[src/logic/tpfc_pkg.sv]
// constants for the test pattern frame generator
// assumes byte-wide register port, 20 MHz system clock
package tpfc_pkg;
  localparam logic [7:0] A_CTRL   = 8'h01;
  localparam logic [7:0] A_CFG    = 8'h02;
  localparam logic [7:0] A_PKT    = 8'h03;
  localparam logic [7:0] A_LINE_H = 8'h04;
  localparam logic [7:0] A_LINE_L = 8'h05;
  localparam logic [7:0] A_BAR_H  = 8'h06;
  localparam logic [7:0] A_BAR_L  = 8'h07;
  localparam logic [7:0] A_ACT_H  = 8'h08;
  localparam logic [7:0] A_ACT_L  = 8'h09;
  localparam logic [7:0] A_TOT_H  = 8'h0A;
  localparam logic [7:0] A_TOT_L  = 8'h0B;
  localparam logic [7:0] A_PD_H   = 8'h0C;
  localparam logic [7:0] A_PD_L   = 8'h0D;
  localparam logic [7:0] A_VBP    = 8'h0E;
  localparam logic [7:0] A_VFP    = 8'h0F;
  localparam logic [7:0] A_LAST   = 8'h0F;
  localparam logic [7:0] R_CTRL   = 8'h00;
  localparam logic [7:0] R_CFG    = 8'h33;
  localparam logic [7:0] R_PKT    = 8'h24;
  localparam logic [7:0] R_LINE_H = 8'h07;
  localparam logic [7:0] R_LINE_L = 8'h80;
  localparam logic [7:0] R_BAR_H  = 8'h00;
  localparam logic [7:0] R_BAR_L  = 8'hF0;
  localparam logic [7:0] R_ACT_H  = 8'h01;
  localparam logic [7:0] R_ACT_L  = 8'hE0;
  localparam logic [7:0] R_TOT_H  = 8'h02;
  localparam logic [7:0] R_TOT_L  = 8'h0D;
  localparam logic [7:0] R_PD_H   = 8'h0C;
  localparam logic [7:0] R_PD_L   = 8'h67;
  localparam logic [7:0] R_VBP    = 8'h21;
  localparam logic [7:0] R_VFP    = 8'h0A;
  localparam int ENABLE_BIT = 0;
  localparam int BARS_HI    = 5;
  localparam int BARS_LO    = 4;
  localparam logic [1:0] K_DATA = 2'h0;
  localparam logic [1:0] K_FS   = 2'h1;
  localparam logic [1:0] K_FE   = 2'h2;
  localparam logic [1:0] K_LS   = 2'h3;
  localparam int LINE_UNIT_NS = 10;
  localparam int CLK_NS       = 50;
  localparam logic [16:0] UNITS_PER_CLK = 17'(CLK_NS / LINE_UNIT_NS);
endpackage

[src/logic/tpfc_gen.sv]
// test pattern frame generator: config registers, frame timing, fifo
// assumes register port and tx stream are synchronous to CLK_SYS
// Functional notes
// - virtual channel from bits 7:6 goes into every packet header.
// - data type from bits 5:0, reset 0x24, goes into headers.
// - line length is 16-bit byte count, default 1920.
// - bar size sets byte length of all bars but the last.
// - last bar takes the remaining bytes of the line.
// - active lines per frame from 16-bit value, default 480.
// - total lines per frame sizes the frame, low byte resets 0x0D.
// - each 16-bit value is two byte registers, high byte first.
// - frames start only while enable bit is set; a started frame runs to frame end.
// - line period is a 16-bit count of 10 ns units.
// - back porch blank lines follow frame start before video.
`timescale 1ns/1ps
module tpfc_fifo #(
  parameter int W = 10,
  parameter int D = 16
) (
  input  wire logic         clk,
  input  wire logic         arst_n,
  input  wire logic         in_valid,
  output logic              in_ready,
  input  wire logic [W-1:0] in_data,
  output logic              out_valid,
  input  wire logic         out_ready,
  output logic [W-1:0]      out_data
);
  localparam int AW = $clog2(D);
  // no reset on the memory; only written words are ever read
  logic [W-1:0]  mem [D];
  // count one bit wider than the pointers so full differs from empty
  logic [AW-1:0] wr_reg;
  logic [AW-1:0] rd_reg;
  logic [AW:0]   cnt_reg;
  wire           do_wr = in_valid && in_ready;
  wire           do_rd = out_valid && out_ready;
  assign in_ready  = cnt_reg != (AW+1)'(D);
  assign out_valid = cnt_reg != '0;
  assign out_data  = mem[rd_reg];
  always_ff @(posedge clk)
  begin
    if (do_wr)
      mem[wr_reg] <= in_data;
  end
  always_ff @(posedge clk or negedge arst_n)
  begin
    if (!arst_n)
    begin
      wr_reg  <= '0;
      rd_reg  <= '0;
      cnt_reg <= '0;
    end
    else
    begin
      if (do_wr)
        wr_reg <= (wr_reg == AW'(D-1)) ? '0 : wr_reg + 1'b1;
      if (do_rd)
        rd_reg <= (rd_reg == AW'(D-1)) ? '0 : rd_reg + 1'b1;
      cnt_reg <= cnt_reg + (AW+1)'(do_wr) - (AW+1)'(do_rd);
    end
  end
endmodule

module tpfc_gen #(
  parameter int FIFO_DEPTH = 16
) (
  input  wire logic       CLK_SYS,
  input  wire logic       ARST_N,
  input  wire logic [7:0] REG_ADDR,
  input  wire logic [7:0] REG_WDATA,
  input  wire logic       REG_WE,
  input  wire logic       REG_RE,
  output logic [7:0]      REG_RDATA,
  output logic            GEN_BUSY,
  output logic            TX_VALID,
  input  wire logic       TX_READY,
  output logic [7:0]      TX_DATA,
  output logic [1:0]      TX_KIND
);
  typedef enum logic [1:0] {S_IDLE, S_FS, S_LINE, S_FE} tpfc_state_e;

  function automatic logic [7:0] rst_val(input logic [7:0] a);
    case (a)
      tpfc_pkg::A_CTRL:   rst_val = tpfc_pkg::R_CTRL;
      tpfc_pkg::A_CFG:    rst_val = tpfc_pkg::R_CFG;
      tpfc_pkg::A_PKT:    rst_val = tpfc_pkg::R_PKT;
      tpfc_pkg::A_LINE_H: rst_val = tpfc_pkg::R_LINE_H;
      tpfc_pkg::A_LINE_L: rst_val = tpfc_pkg::R_LINE_L;
      tpfc_pkg::A_BAR_H:  rst_val = tpfc_pkg::R_BAR_H;
      tpfc_pkg::A_BAR_L:  rst_val = tpfc_pkg::R_BAR_L;
      tpfc_pkg::A_ACT_H:  rst_val = tpfc_pkg::R_ACT_H;
      tpfc_pkg::A_ACT_L:  rst_val = tpfc_pkg::R_ACT_L;
      tpfc_pkg::A_TOT_H:  rst_val = tpfc_pkg::R_TOT_H;
      tpfc_pkg::A_TOT_L:  rst_val = tpfc_pkg::R_TOT_L;
      tpfc_pkg::A_PD_H:   rst_val = tpfc_pkg::R_PD_H;
      tpfc_pkg::A_PD_L:   rst_val = tpfc_pkg::R_PD_L;
      tpfc_pkg::A_VBP:    rst_val = tpfc_pkg::R_VBP;
      tpfc_pkg::A_VFP:    rst_val = tpfc_pkg::R_VFP;
      default:            rst_val = 8'h00;
    endcase
  endfunction

  // byte pair, high byte at the lower offset
  function automatic logic [15:0] pair(input logic [7:0] hi,
                                       input logic [7:0] lo);
    pair = {hi, lo};
  endfunction

  // header word: kind code plus the packet identifier byte
  function automatic logic [9:0] hdr_word(input logic [1:0] kind,
                                          input logic [7:0] id);
    hdr_word = {kind, id};
  endfunction

  logic [7:0]  regs [16];
  logic [7:0]  rdata_reg;
  tpfc_state_e st_reg;
  tpfc_state_e st_next;
  logic [16:0] tmr_reg;
  logic [15:0] line_reg;
  logic [15:0] left_reg;
  logic [15:0] pos_reg;
  logic [2:0]  bar_reg;
  logic        hdr_reg;
  logic        push;
  logic [9:0]  push_word;
  logic        in_ready;
  logic [9:0]  tx_word;

  wire         mapped  = REG_ADDR != 8'h00 && REG_ADDR <= tpfc_pkg::A_LAST;
  wire [3:0]   ridx    = REG_ADDR[3:0];
  wire         gen_on  = regs[tpfc_pkg::A_CTRL[3:0]][tpfc_pkg::ENABLE_BIT];
  wire [7:0]   pkt     = regs[tpfc_pkg::A_PKT[3:0]];
  wire [1:0]   bar_count_sel =
    regs[tpfc_pkg::A_CFG[3:0]][tpfc_pkg::BARS_HI:tpfc_pkg::BARS_LO];
  wire [1:0]   gen_virtual_channel = pkt[7:6];
  wire [5:0]   gen_data_type       = pkt[5:0];
  wire [15:0]  gen_line_bytes  = pair(regs[tpfc_pkg::A_LINE_H[3:0]],
                                      regs[tpfc_pkg::A_LINE_L[3:0]]);
  wire [15:0]  gen_bar_bytes   = pair(regs[tpfc_pkg::A_BAR_H[3:0]],
                                      regs[tpfc_pkg::A_BAR_L[3:0]]);
  wire [15:0]  gen_active_lines = pair(regs[tpfc_pkg::A_ACT_H[3:0]],
                                       regs[tpfc_pkg::A_ACT_L[3:0]]);
  wire [15:0]  gen_frame_lines = pair(regs[tpfc_pkg::A_TOT_H[3:0]],
                                      regs[tpfc_pkg::A_TOT_L[3:0]]);
  wire [15:0]  gen_line_period = pair(regs[tpfc_pkg::A_PD_H[3:0]],
                                      regs[tpfc_pkg::A_PD_L[3:0]]);
  wire [7:0]   gen_back_porch_lines = regs[tpfc_pkg::A_VBP[3:0]];

  // front porch is whatever total leaves after active and back porch
  wire [16:0]  act_end   = 17'(gen_back_porch_lines) + 17'(gen_active_lines);
  wire [16:0]  frame_len = (17'(gen_frame_lines) > act_end) ?
                           17'(gen_frame_lines) : act_end;
  wire         line_act  = 17'(line_reg) >= 17'(gen_back_porch_lines)
                        && 17'(line_reg) < act_end;
  wire         last_line = 17'(line_reg) + 17'h1 >= frame_len;
  wire [2:0]   last_bar  = 3'((4'h1 << bar_count_sel) - 4'h1);
  wire         tmr_done  = tmr_reg >= 17'(gen_line_period);
  wire         bytes_done = !line_act || (!hdr_reg && left_reg == '0);
  wire         line_end  = tmr_done && bytes_done;
  wire         bar_wrap  = bar_reg != last_bar
                        && pos_reg + 16'h1 >= gen_bar_bytes;
  // the last bar never wraps, so it soaks up the rest of the line
  wire [2:0]   bar_next  = bar_wrap ? bar_reg + 3'h1 : bar_reg;
  wire [15:0]  pos_next  = bar_wrap ? '0 : pos_reg + 16'h1;
  // timer may overshoot the period by less than one step of units
  wire [16:0]  tmr_step  = tmr_reg + tpfc_pkg::UNITS_PER_CLK;
  wire         line_restart = st_reg != S_LINE || line_end;
  wire [15:0]  line_next = (st_reg == S_LINE && !last_line) ?
                           line_reg + 16'h1 : '0;
  // one identifier byte shared by all three header kinds
  wire [7:0]   hdr_id    = {gen_virtual_channel, gen_data_type};
  // unmapped offsets read back as zero
  wire [7:0]   rd_byte   = mapped ? regs[ridx] : 8'h00;

  assign push = (st_reg == S_FS || st_reg == S_FE)
             || (st_reg == S_LINE && line_act
                 && (hdr_reg || left_reg != '0));
  assign push_word =
    (st_reg == S_FS) ?
      hdr_word(tpfc_pkg::K_FS, hdr_id) :
    (st_reg == S_FE) ?
      hdr_word(tpfc_pkg::K_FE, hdr_id) :
    hdr_reg ?
      hdr_word(tpfc_pkg::K_LS, hdr_id) :
    {tpfc_pkg::K_DATA, 5'h00, bar_reg};
  wire         pushed = push && in_ready;

  always_comb
  begin
    st_next = st_reg;
    case (st_reg)
      S_IDLE:
        if (gen_on)
          st_next = S_FS;
      S_FS:
        if (pushed)
          st_next = S_LINE;
      S_LINE:
        if (line_end && last_line)
          st_next = S_FE;
      S_FE:
        if (pushed)
          st_next = gen_on ? S_FS : S_IDLE;
      default:
        st_next = S_IDLE;
    endcase
  end

  // register port; a read on the edge of a write sees the old byte
  always_ff @(posedge CLK_SYS or negedge ARST_N)
  begin
    if (!ARST_N)
    begin
      for (int i = 0; i < 16; i++)
        regs[i] <= rst_val(8'(i));
    end
    else if (REG_WE && mapped)
    begin
      regs[ridx] <= REG_WDATA;
    end
  end

  always_ff @(posedge CLK_SYS or negedge ARST_N)
  begin
    if (!ARST_N)
      rdata_reg <= 8'h00;
    else if (REG_RE)
      rdata_reg <= rd_byte;
  end

  // state register kept apart from the line counters
  always_ff @(posedge CLK_SYS or negedge ARST_N)
  begin
    if (!ARST_N)
      st_reg <= S_IDLE;
    else
      st_reg <= st_next;
  end

  // timing; config changes mid-frame take effect at once, except line length, loaded at each line start
  always_ff @(posedge CLK_SYS or negedge ARST_N)
  begin
    if (!ARST_N)
    begin
      tmr_reg  <= '0;
      line_reg <= '0;
      left_reg <= '0;
      pos_reg  <= '0;
      bar_reg  <= '0;
      hdr_reg  <= 1'b0;
    end
    else if (line_restart)
    begin
      tmr_reg  <= '0;
      left_reg <= gen_line_bytes;
      pos_reg  <= '0;
      bar_reg  <= '0;
      hdr_reg  <= 1'b1;
      line_reg <= line_next;
    end
    else
    begin
      if (!tmr_done)
        tmr_reg <= tmr_step;
      if (pushed && hdr_reg)
        hdr_reg <= 1'b0;
      else if (pushed)
      begin
        left_reg <= left_reg - 16'h1;
        pos_reg  <= pos_next;
        bar_reg  <= bar_next;
      end
    end
  end

  // fifo lets a stalled sink hold back pushes without losing words

  tpfc_fifo #(
    .W(10),
    .D(FIFO_DEPTH)
  ) u_fifo (
    .clk       (CLK_SYS),
    .arst_n    (ARST_N),
    .in_valid  (push),
    .in_ready  (in_ready),
    .in_data   (push_word),
    .out_valid (TX_VALID),
    .out_ready (TX_READY),
    .out_data  (tx_word)
  );

  assign TX_KIND   = tx_word[9:8];
  assign TX_DATA   = tx_word[7:0];
  assign REG_RDATA = rdata_reg;
  assign GEN_BUSY  = st_reg != S_IDLE;
endmodule

[config.mk]
export PLATFORM = sky130hd
export DESIGN_NAME = tpfc_gen
export DESIGN_NICKNAME = d
export VERILOG_FILES = /design/src/logic/tpfc_pkg.sv /design/src/logic/tpfc_gen.sv
export SDC_FILE = /design/constraint.sdc
export NUM_CORES = 1
export LEC_CHECK = 0
export CORE_MARGIN = 8
export CORE_UTILIZATION = 25
export DETAILED_ROUTE_END_ITERATION = 16
export DONT_BUFFER_PORTS = 1
export PLACE_DENSITY = 0.37
export RECOVER_POWER = 100
export SKIP_CTS_REPAIR_TIMING = 1
export SLEW_MARGIN = 20
export SYNTH_ARGS = -nofsm -noshare
export SYNTH_HDL_FRONTEND = slang
export SYNTH_SLANG_ARGS = --single-unit
[constraint.sdc]
create_clock -name CLK_SYS -period 7.54 [get_ports CLK_SYS]
set_input_delay 0.754 -clock CLK_SYS [delete_from_list [all_inputs] [get_ports CLK_SYS]]
set_output_delay 0.754 -clock CLK_SYS [all_outputs]
set_load 0.02 [all_outputs]
# Word-level counts from Yosys, hierarchy flattened
# Memories as Yosys holds them, arrays and structs flattened.
# Index checks and enable logic that the tools add are counted.
word_totals:
  ramBits: 160
  in_bits: 21
  mem_count: 1
  register_bits: 220
  word_cells: 136
  out_inout_bits: 20
mem_list:
  columns: ["name", "words", "word_bits", "read_ports", "rd_ports_with_merged_regs", "wr", "line_no", "text"]
  rows:
  - ["u_fifo.mem", 16, 10, 1, 0, 1, "tpfc_gen.sv:31", "logic [W-1:0] mem [D];"]
classes:
  bitwise: 1
  shifts: 1
  n_eq_ne: 14
  order_cmp: 9
  muxes: 37
  add_sub_neg: 12
  reduce_logical: 34
op_table:
  columns: ["operator", "count"]
  rows:
  - ["bitwise mux 128 bit", 1]
  - ["two-way mux 16 bit", 8]
  - ["two-way mux 17 bit", 3]
  - ["adder 16 x 1 -> 16 bit (second input constant)", 2]
  - ["binary-select mux 8 bit (select 4 bit)", 1]
  - ["demux 8 bit (select 4 bit)", 1]
  - ["two-way mux 8 bit", 4]
  - ["two-way mux 10 bit", 3]
  - ["adder 16 x 1 -> 17 bit (second input constant)", 1]
  - ["adder 17 x 3 -> 17 bit (second input constant)", 1]
  - ["adder 8 x 16 -> 17 bit", 1]
  - [">= comparator 17 x 16 -> 1 bit", 1]
  - [">= comparator 17 bit", 1]
  - ["> comparator 16 x 17 -> 1 bit", 1]
  - ["less-than comparator 16 x 17 -> 1 bit", 1]
  - [">= comparator 16 bit", 1]
  - [">= comparator 16 x 8 -> 1 bit", 1]
  - ["zero test 16 bit", 1]
  - ["nonzero test 16 bit", 1]
  - ["subtractor 16 x 1 -> 16 bit (second input constant)", 1]
  - ["logical AND 1 bit", 14]
  - ["two-way mux 3 bit", 4]
  - ["inequality test 2 bit (second input constant)", 5]
  - ["adder 4 x 1 -> 4 bit (second input constant)", 2]
  - ["28 further kinds", 48]

# Logic depth before layout (Yosys ltp)
logic_depth:
  word_depth: 10
  ltp_mapped: 29

# Cells and area by module
# Synthesis repeated with hierarchy kept, for this count alone.
unflattened:
  hier_cells: 1662
  area_unflattened_um2: 20051.7
modules_own_cells:
  columns: ["module", "seq_area_each_um2", "n_inst", "cells_per_inst", "area_per_inst_um2"]
  rows:
  - ["tpfc_gen", 5221.3, 1, 1297, 13040.0]
  - ["tpfc_fifo", 5129.9, 1, 365, 7011.7]

# Worst setup path after synthesis
# Ideal clock, no wire load.
synth_timing:
  path_kind: "reg-to-reg"
  start: "register regs, in the netlist gen_active_lines[0]"
  end: "register st_reg[1]"
  path_buffers: 3
  path_stages_with_launch: 26
  setup_ns: 0.128
  path_slack_ns: 1.815
  arrival_ns: 5.598
  synth_period_minus_slack_ns: 5.725
  path_cell_list: "dfrtp_1 > ha_1 > fa_1 > a211oi_1 > o21ai_0 > a21o_1 > a21oi_1 > xor2_1 > ha_1 > nand3_1 > a21oi_1 > a221oi_1 > maj3_1 > o21ai_0 > and4_1 > clkbuf_1 > buf_2 > mux2_2 > ha_1 > or4_1 > a221oi_1 > o21ai_0 > o32a_1 > clkbuf_1 > nand3_1 > mux2_1"
synth_between:
  elab_chain_len: 9
  elab_cells_between_ends: 18
  classes_between: "1 x add/sub; 3 x order compare; 3 x eq/ne; 1 x mux; 10 x reduce/logical"
synth_rtl:
  columns: ["element", "line_no", "text"]
  rows:
  - ["start, declared", "tpfc_gen.sv:116", "logic [7:0] regs [16];"]
  - ["start signal, assigned by index", "tpfc_gen.sv:217", "regs[i] <= rst_val(8'(i));"]
  - ["adder 8 x 16 -> 17 bit (*)", "tpfc_gen.sv:152", "wire [16:0] act_end = 17'(gen_back_porch_lines) + 17'(gen_active_lines);"]
  - ["branches (longest 7 deep; another with > comparator 16 x 17 -> 1 bit)", null, null]
  - ["AND reduction 4 bit (no line) (*)", null, null]
  - ["end signal, assigned", "tpfc_gen.sv:239", "st_reg <= st_next;"]
  - ["end, declared", "tpfc_gen.sv:118", "tpfc_state_e st_reg;"]
# Mark *: on every way between the ends.
# A chain may end at the register's enable or synchronous reset.

# Worst setup path after layout
# Same ends and word-level chain as after synthesis.

==> run_results.csv <==
group,metric,value,unit
place,gp_congestion,0.8005,
clocking,cts.htree.levels,2,
clocking,cts_tree,"built",
synthesis,syn_area,19930,um2
sta,slew_viol_final,287,
die,die_w,298.3,um
global_routing,grt_max_degree,221,
die,rows,103,
sta,setup_viol,0,
final_layout,final.fill_count,8101,
status,violations,"capacitance limit, slew limit",
power,power_leakage,9.283,nW
global_routing,antenna_found_initial,4,
final_layout,area.growth.synth_to_final,13.44,%
die,floorplan.initialDensity,25.22,%
sta,fin_crit,6.724,ns
critical_path,r2r-start,"gen_active_lines[0]$_DFFE_PN0P_",
clocking,numClockSinks,380,
die,ios,41,
sta,fmax,148.7,MHz
power,power.clock.fraction,33.3,%
sta,skew,0.02384,ns
clocking,cts_buffer_depth,3,
sta,tightest_slew,5.188,ns
detailed_routing,drc_errors,0,
die,die-area,88990,um2
synthesis,synth_edf_count,160,
clocking,root_buffer,"clkbuf_16",
sta,finalHoldViolCount,0,
detailed_routing,vias,13130,
critical_path,regToRegEndpoint,"st_reg[1]$_DFFE_PN0P_",
global_routing,track_usage,12.95,%
status,status,"complete, but fails checks",
synthesis,yosysWarnings,0,
final_layout,drive_gt1_share,16.17,%
sta,tns,0,ns
global_routing,grt_pass1_vias,13310,
min_path,min_to,"REG_RDATA[5]$_DFFE_PN0P_",
final_layout,largest_reg_flops,160,
critical_path,critPathMaxFanout,18,
detailed_routing,via_per_inst,4.780,
synthesis,synth_nets,1810,
power,power_frac_seq,39.1,%
power,p_switching,0.002363,W
power,p_per_area,303.5,nW/um2
synthesis,async_flop_share,57.89,%
flow_run,maxCapViolations,5,
final_layout,multiInputGateArea,8862,um2
die,core,79000,um2
min_path,min_from,"REG_RE",
clocking,clkTransAtPathRegs,0.06,ns
global_routing,grt_pass1_wl,88.91,mm
place,io_buffer_count,0,
synthesis,syn_area_per_cell,11.90,um2
power,p_sw_share,34.44,%
detailed_routing,drt_first_pass_iters,5,
critical_path,critPathKind,"flop to flop",
final_layout,finalNetCount,1794,
power,power_frac_comb,27.6,%
critical_path,ff2ff_setup_slack,0.82,ns
power,irDropWorstVdd,0.1448,mV
critical_path,r2r_cells,24,
critical_path,cp-start-kind,"flop",
sta,rsz0062_at_grt,"false",
synthesis,yosysSeqAreaShare,51.95,%
final_layout,fin_util,28.61,%
critical_path,end_kind,"flop",
min_path,hold_class,"input pin to flop",
min_path,holdPathStages,1,
die,fp.dieH,298.3,um
final_layout,seq_area,10350,um2
detailed_routing,wl_per_cell,21.83,um
synthesis,synthDistinctLibCells,71,
detailed_routing,ant_nets,0,
synthesis,yosys_most_used_dff,"dfrtp_1",
global_routing,grt-ovfl-total,0,
place,dp_hpwl,40.77,mm
detailed_routing,wl,59.96,mm
clocking,cts_buffers,48,
clocking,insertion_delay,0.59,ns
detailed_routing,drt_iter0_drc,802,
sta,slew_headroom,-245.9,%
power,internal_power,0.004497,W
sta,fin_crit_sh,89.18,%
critical_path,worstPathRequired,8.01,ns
synthesis,ys_seq_elements,380,
synthesis,synthCells,1674,
critical_path,critPathArrivalTime,7.19,ns
==> stage by stage <==
| stage | total power, W | hold WS, ns | setup slack, ns | instance area (um2) | instances |
|---|---|---|---|---|---|
| finish | 0.006860 | 0.2737 | 0.8160 | 22600 | 2747 |
| CTS | 0.006957 | -0.1642 | 1.034 | 22610 | 2740 |
| floorplan | 0.003981 | 0.4246 | 1.815 | 19930 | 1674 |
| detailed placement | 0.004617 | 0.3645 | 1.055 | 21060 | 2653 |
| global placement | 0.004589 | 0.3616 | 1.179 | 21060 | 2653 |
| global route | 0.007268 | 0.2477 | 0.3124 | 22600 | 2746 |
==> routing by layer <==
metal	wire length, um	track usage [%]
met1	28260	17.78
met2	28110	21.01
met3	2328	2.248
met4	1241	3.432
met5	13	0
==> critical path, cell delays in order (launching register included) <==
cell and delay, ns:
dfrtp_1 0.40, ha_1 0.25, fa_1 0.43, a211oi_1 0.29
o21ai_0 0.19, a21o_1 0.22, a21oi_1 0.17, xor2_1 0.30
ha_1 0.19, nand3_1 0.10, a21oi_1 0.13, a221oi_1 0.10
maj3_1 0.37, o21ai_0 0.18, and4_1 0.37, clkbuf_1 0.44
mux2_2 0.40, ha_1 0.28, a21oi_1 0.07, o21ai_0 0.19
nand3_1 0.10, a21oi_1 0.16, o32a_1 0.66, nand3_1 0.20
mux2_1 0.41
==> worst max-delay path by stage <==
| stage | to | slack (ns) | cells past startpoint | startpoint |
|---|---|---|---|---|
| floorplan | st_reg[1]$_DFFE_PN0P_ | 1.81 | 25 | gen_active_lines[0]$_DFFE_PN0P_ |
| global placement | st_reg[1]$_DFFE_PN0P_ | 1.18 | 24 | gen_active_lines[0]$_DFFE_PN0P_ |
| detailed placement | st_reg[1]$_DFFE_PN0P_ | 1.06 | 24 | gen_active_lines[0]$_DFFE_PN0P_ |
| CTS | st_reg[1]$_DFFE_PN0P_ | 1.03 | 24 | gen_active_lines[0]$_DFFE_PN0P_ |
| global route | st_reg[1]$_DFFE_PN0P_ | 0.31 | 24 | gen_active_lines[0]$_DFFE_PN0P_ |
| finish | st_reg[1]$_DFFE_PN0P_ | 0.82 | 24 | gen_active_lines[0]$_DFFE_PN0P_ |
==> synth_stat cells, drive strengths merged (13+ instances only) <==
cell type,n,area (um2)
a21o,23,172.7
a21oi,68,340.3
and2,20,127.6
and3,23,143.9
buf,16,82.58
clkbuf,69,260.2
dfrtp,187,4679
dfstp,33,867.1
edfxtp,160,4805
ha,113,1414
inv,106,397.9
mux2,97,1092
mux2i,32,320.3
mux4,60,1351
nand2,120,450.4
nand3,54,270.3
nor2,72,270.3
nor2b,13,88.83
nor3,26,130.1
o21ai,128,640.6
o31ai,19,142.6
or3,18,112.6
or4,14,105.1
xnor2,35,306.5
xor2,25,219.0
==> cells in the final DEF, fill, tap and decap left out, drive strengths merged, types with 25 or more instances in the layout <==
master / instances
a21oi: 68
clkbuf: 76
dfrtp: 187
dfstp: 33
edfxtp: 160
ha: 113
inv: 107
mux2: 97
mux2i: 32
mux4: 60
nand2: 120
nand3: 54
nor2: 72
nor3: 26
o21ai: 128
xnor2: 35
xor2: 25
==> layout make-up <==
class | count | share of cell area, %
clock inverter | 20 | 1.074
tap | 1050 | 5.812
sequential | 380 | 45.79
timing repair buffer | 19 | 0.5258
clock buffer | 67 | 5.806
inverter | 106 | 1.760
multi-input combinational | 1103 | 39.21
antenna | 2 | 0.02214
==> cells by family (layout without fill, tap and decap cells) <==
group                    Yosys count  count (layout)  synth area share [%]
adder cells (fa/ha/maj)          116             116                 7.347
XOR/XNOR                          60              60                 2.637
other                              0               2                     0
AND/OR/NAND/NOR                  414             414                 10.43
AO/OA/AOI/OAI                    324             324                 10.05
flip-flops                       380             380                 51.95
buffers and inverters            191             212                 3.717
multiplexers                     189             189                 13.87
==> power by group through the flow <==
stage	clock network [W]	registers (W)	logic (W)
final	0.00229	0.00268	0.00189
after CTS	0.00237	0.00269	0.00190
after global routing	0.00245	0.00272	0.00210
after detailed placement	0	0.00272	0.00189
after floorplan	0	0.00260	0.00138
after global placement	0	0.00272	0.00187
No activity file was read; power rests on OpenSTA's default activity.
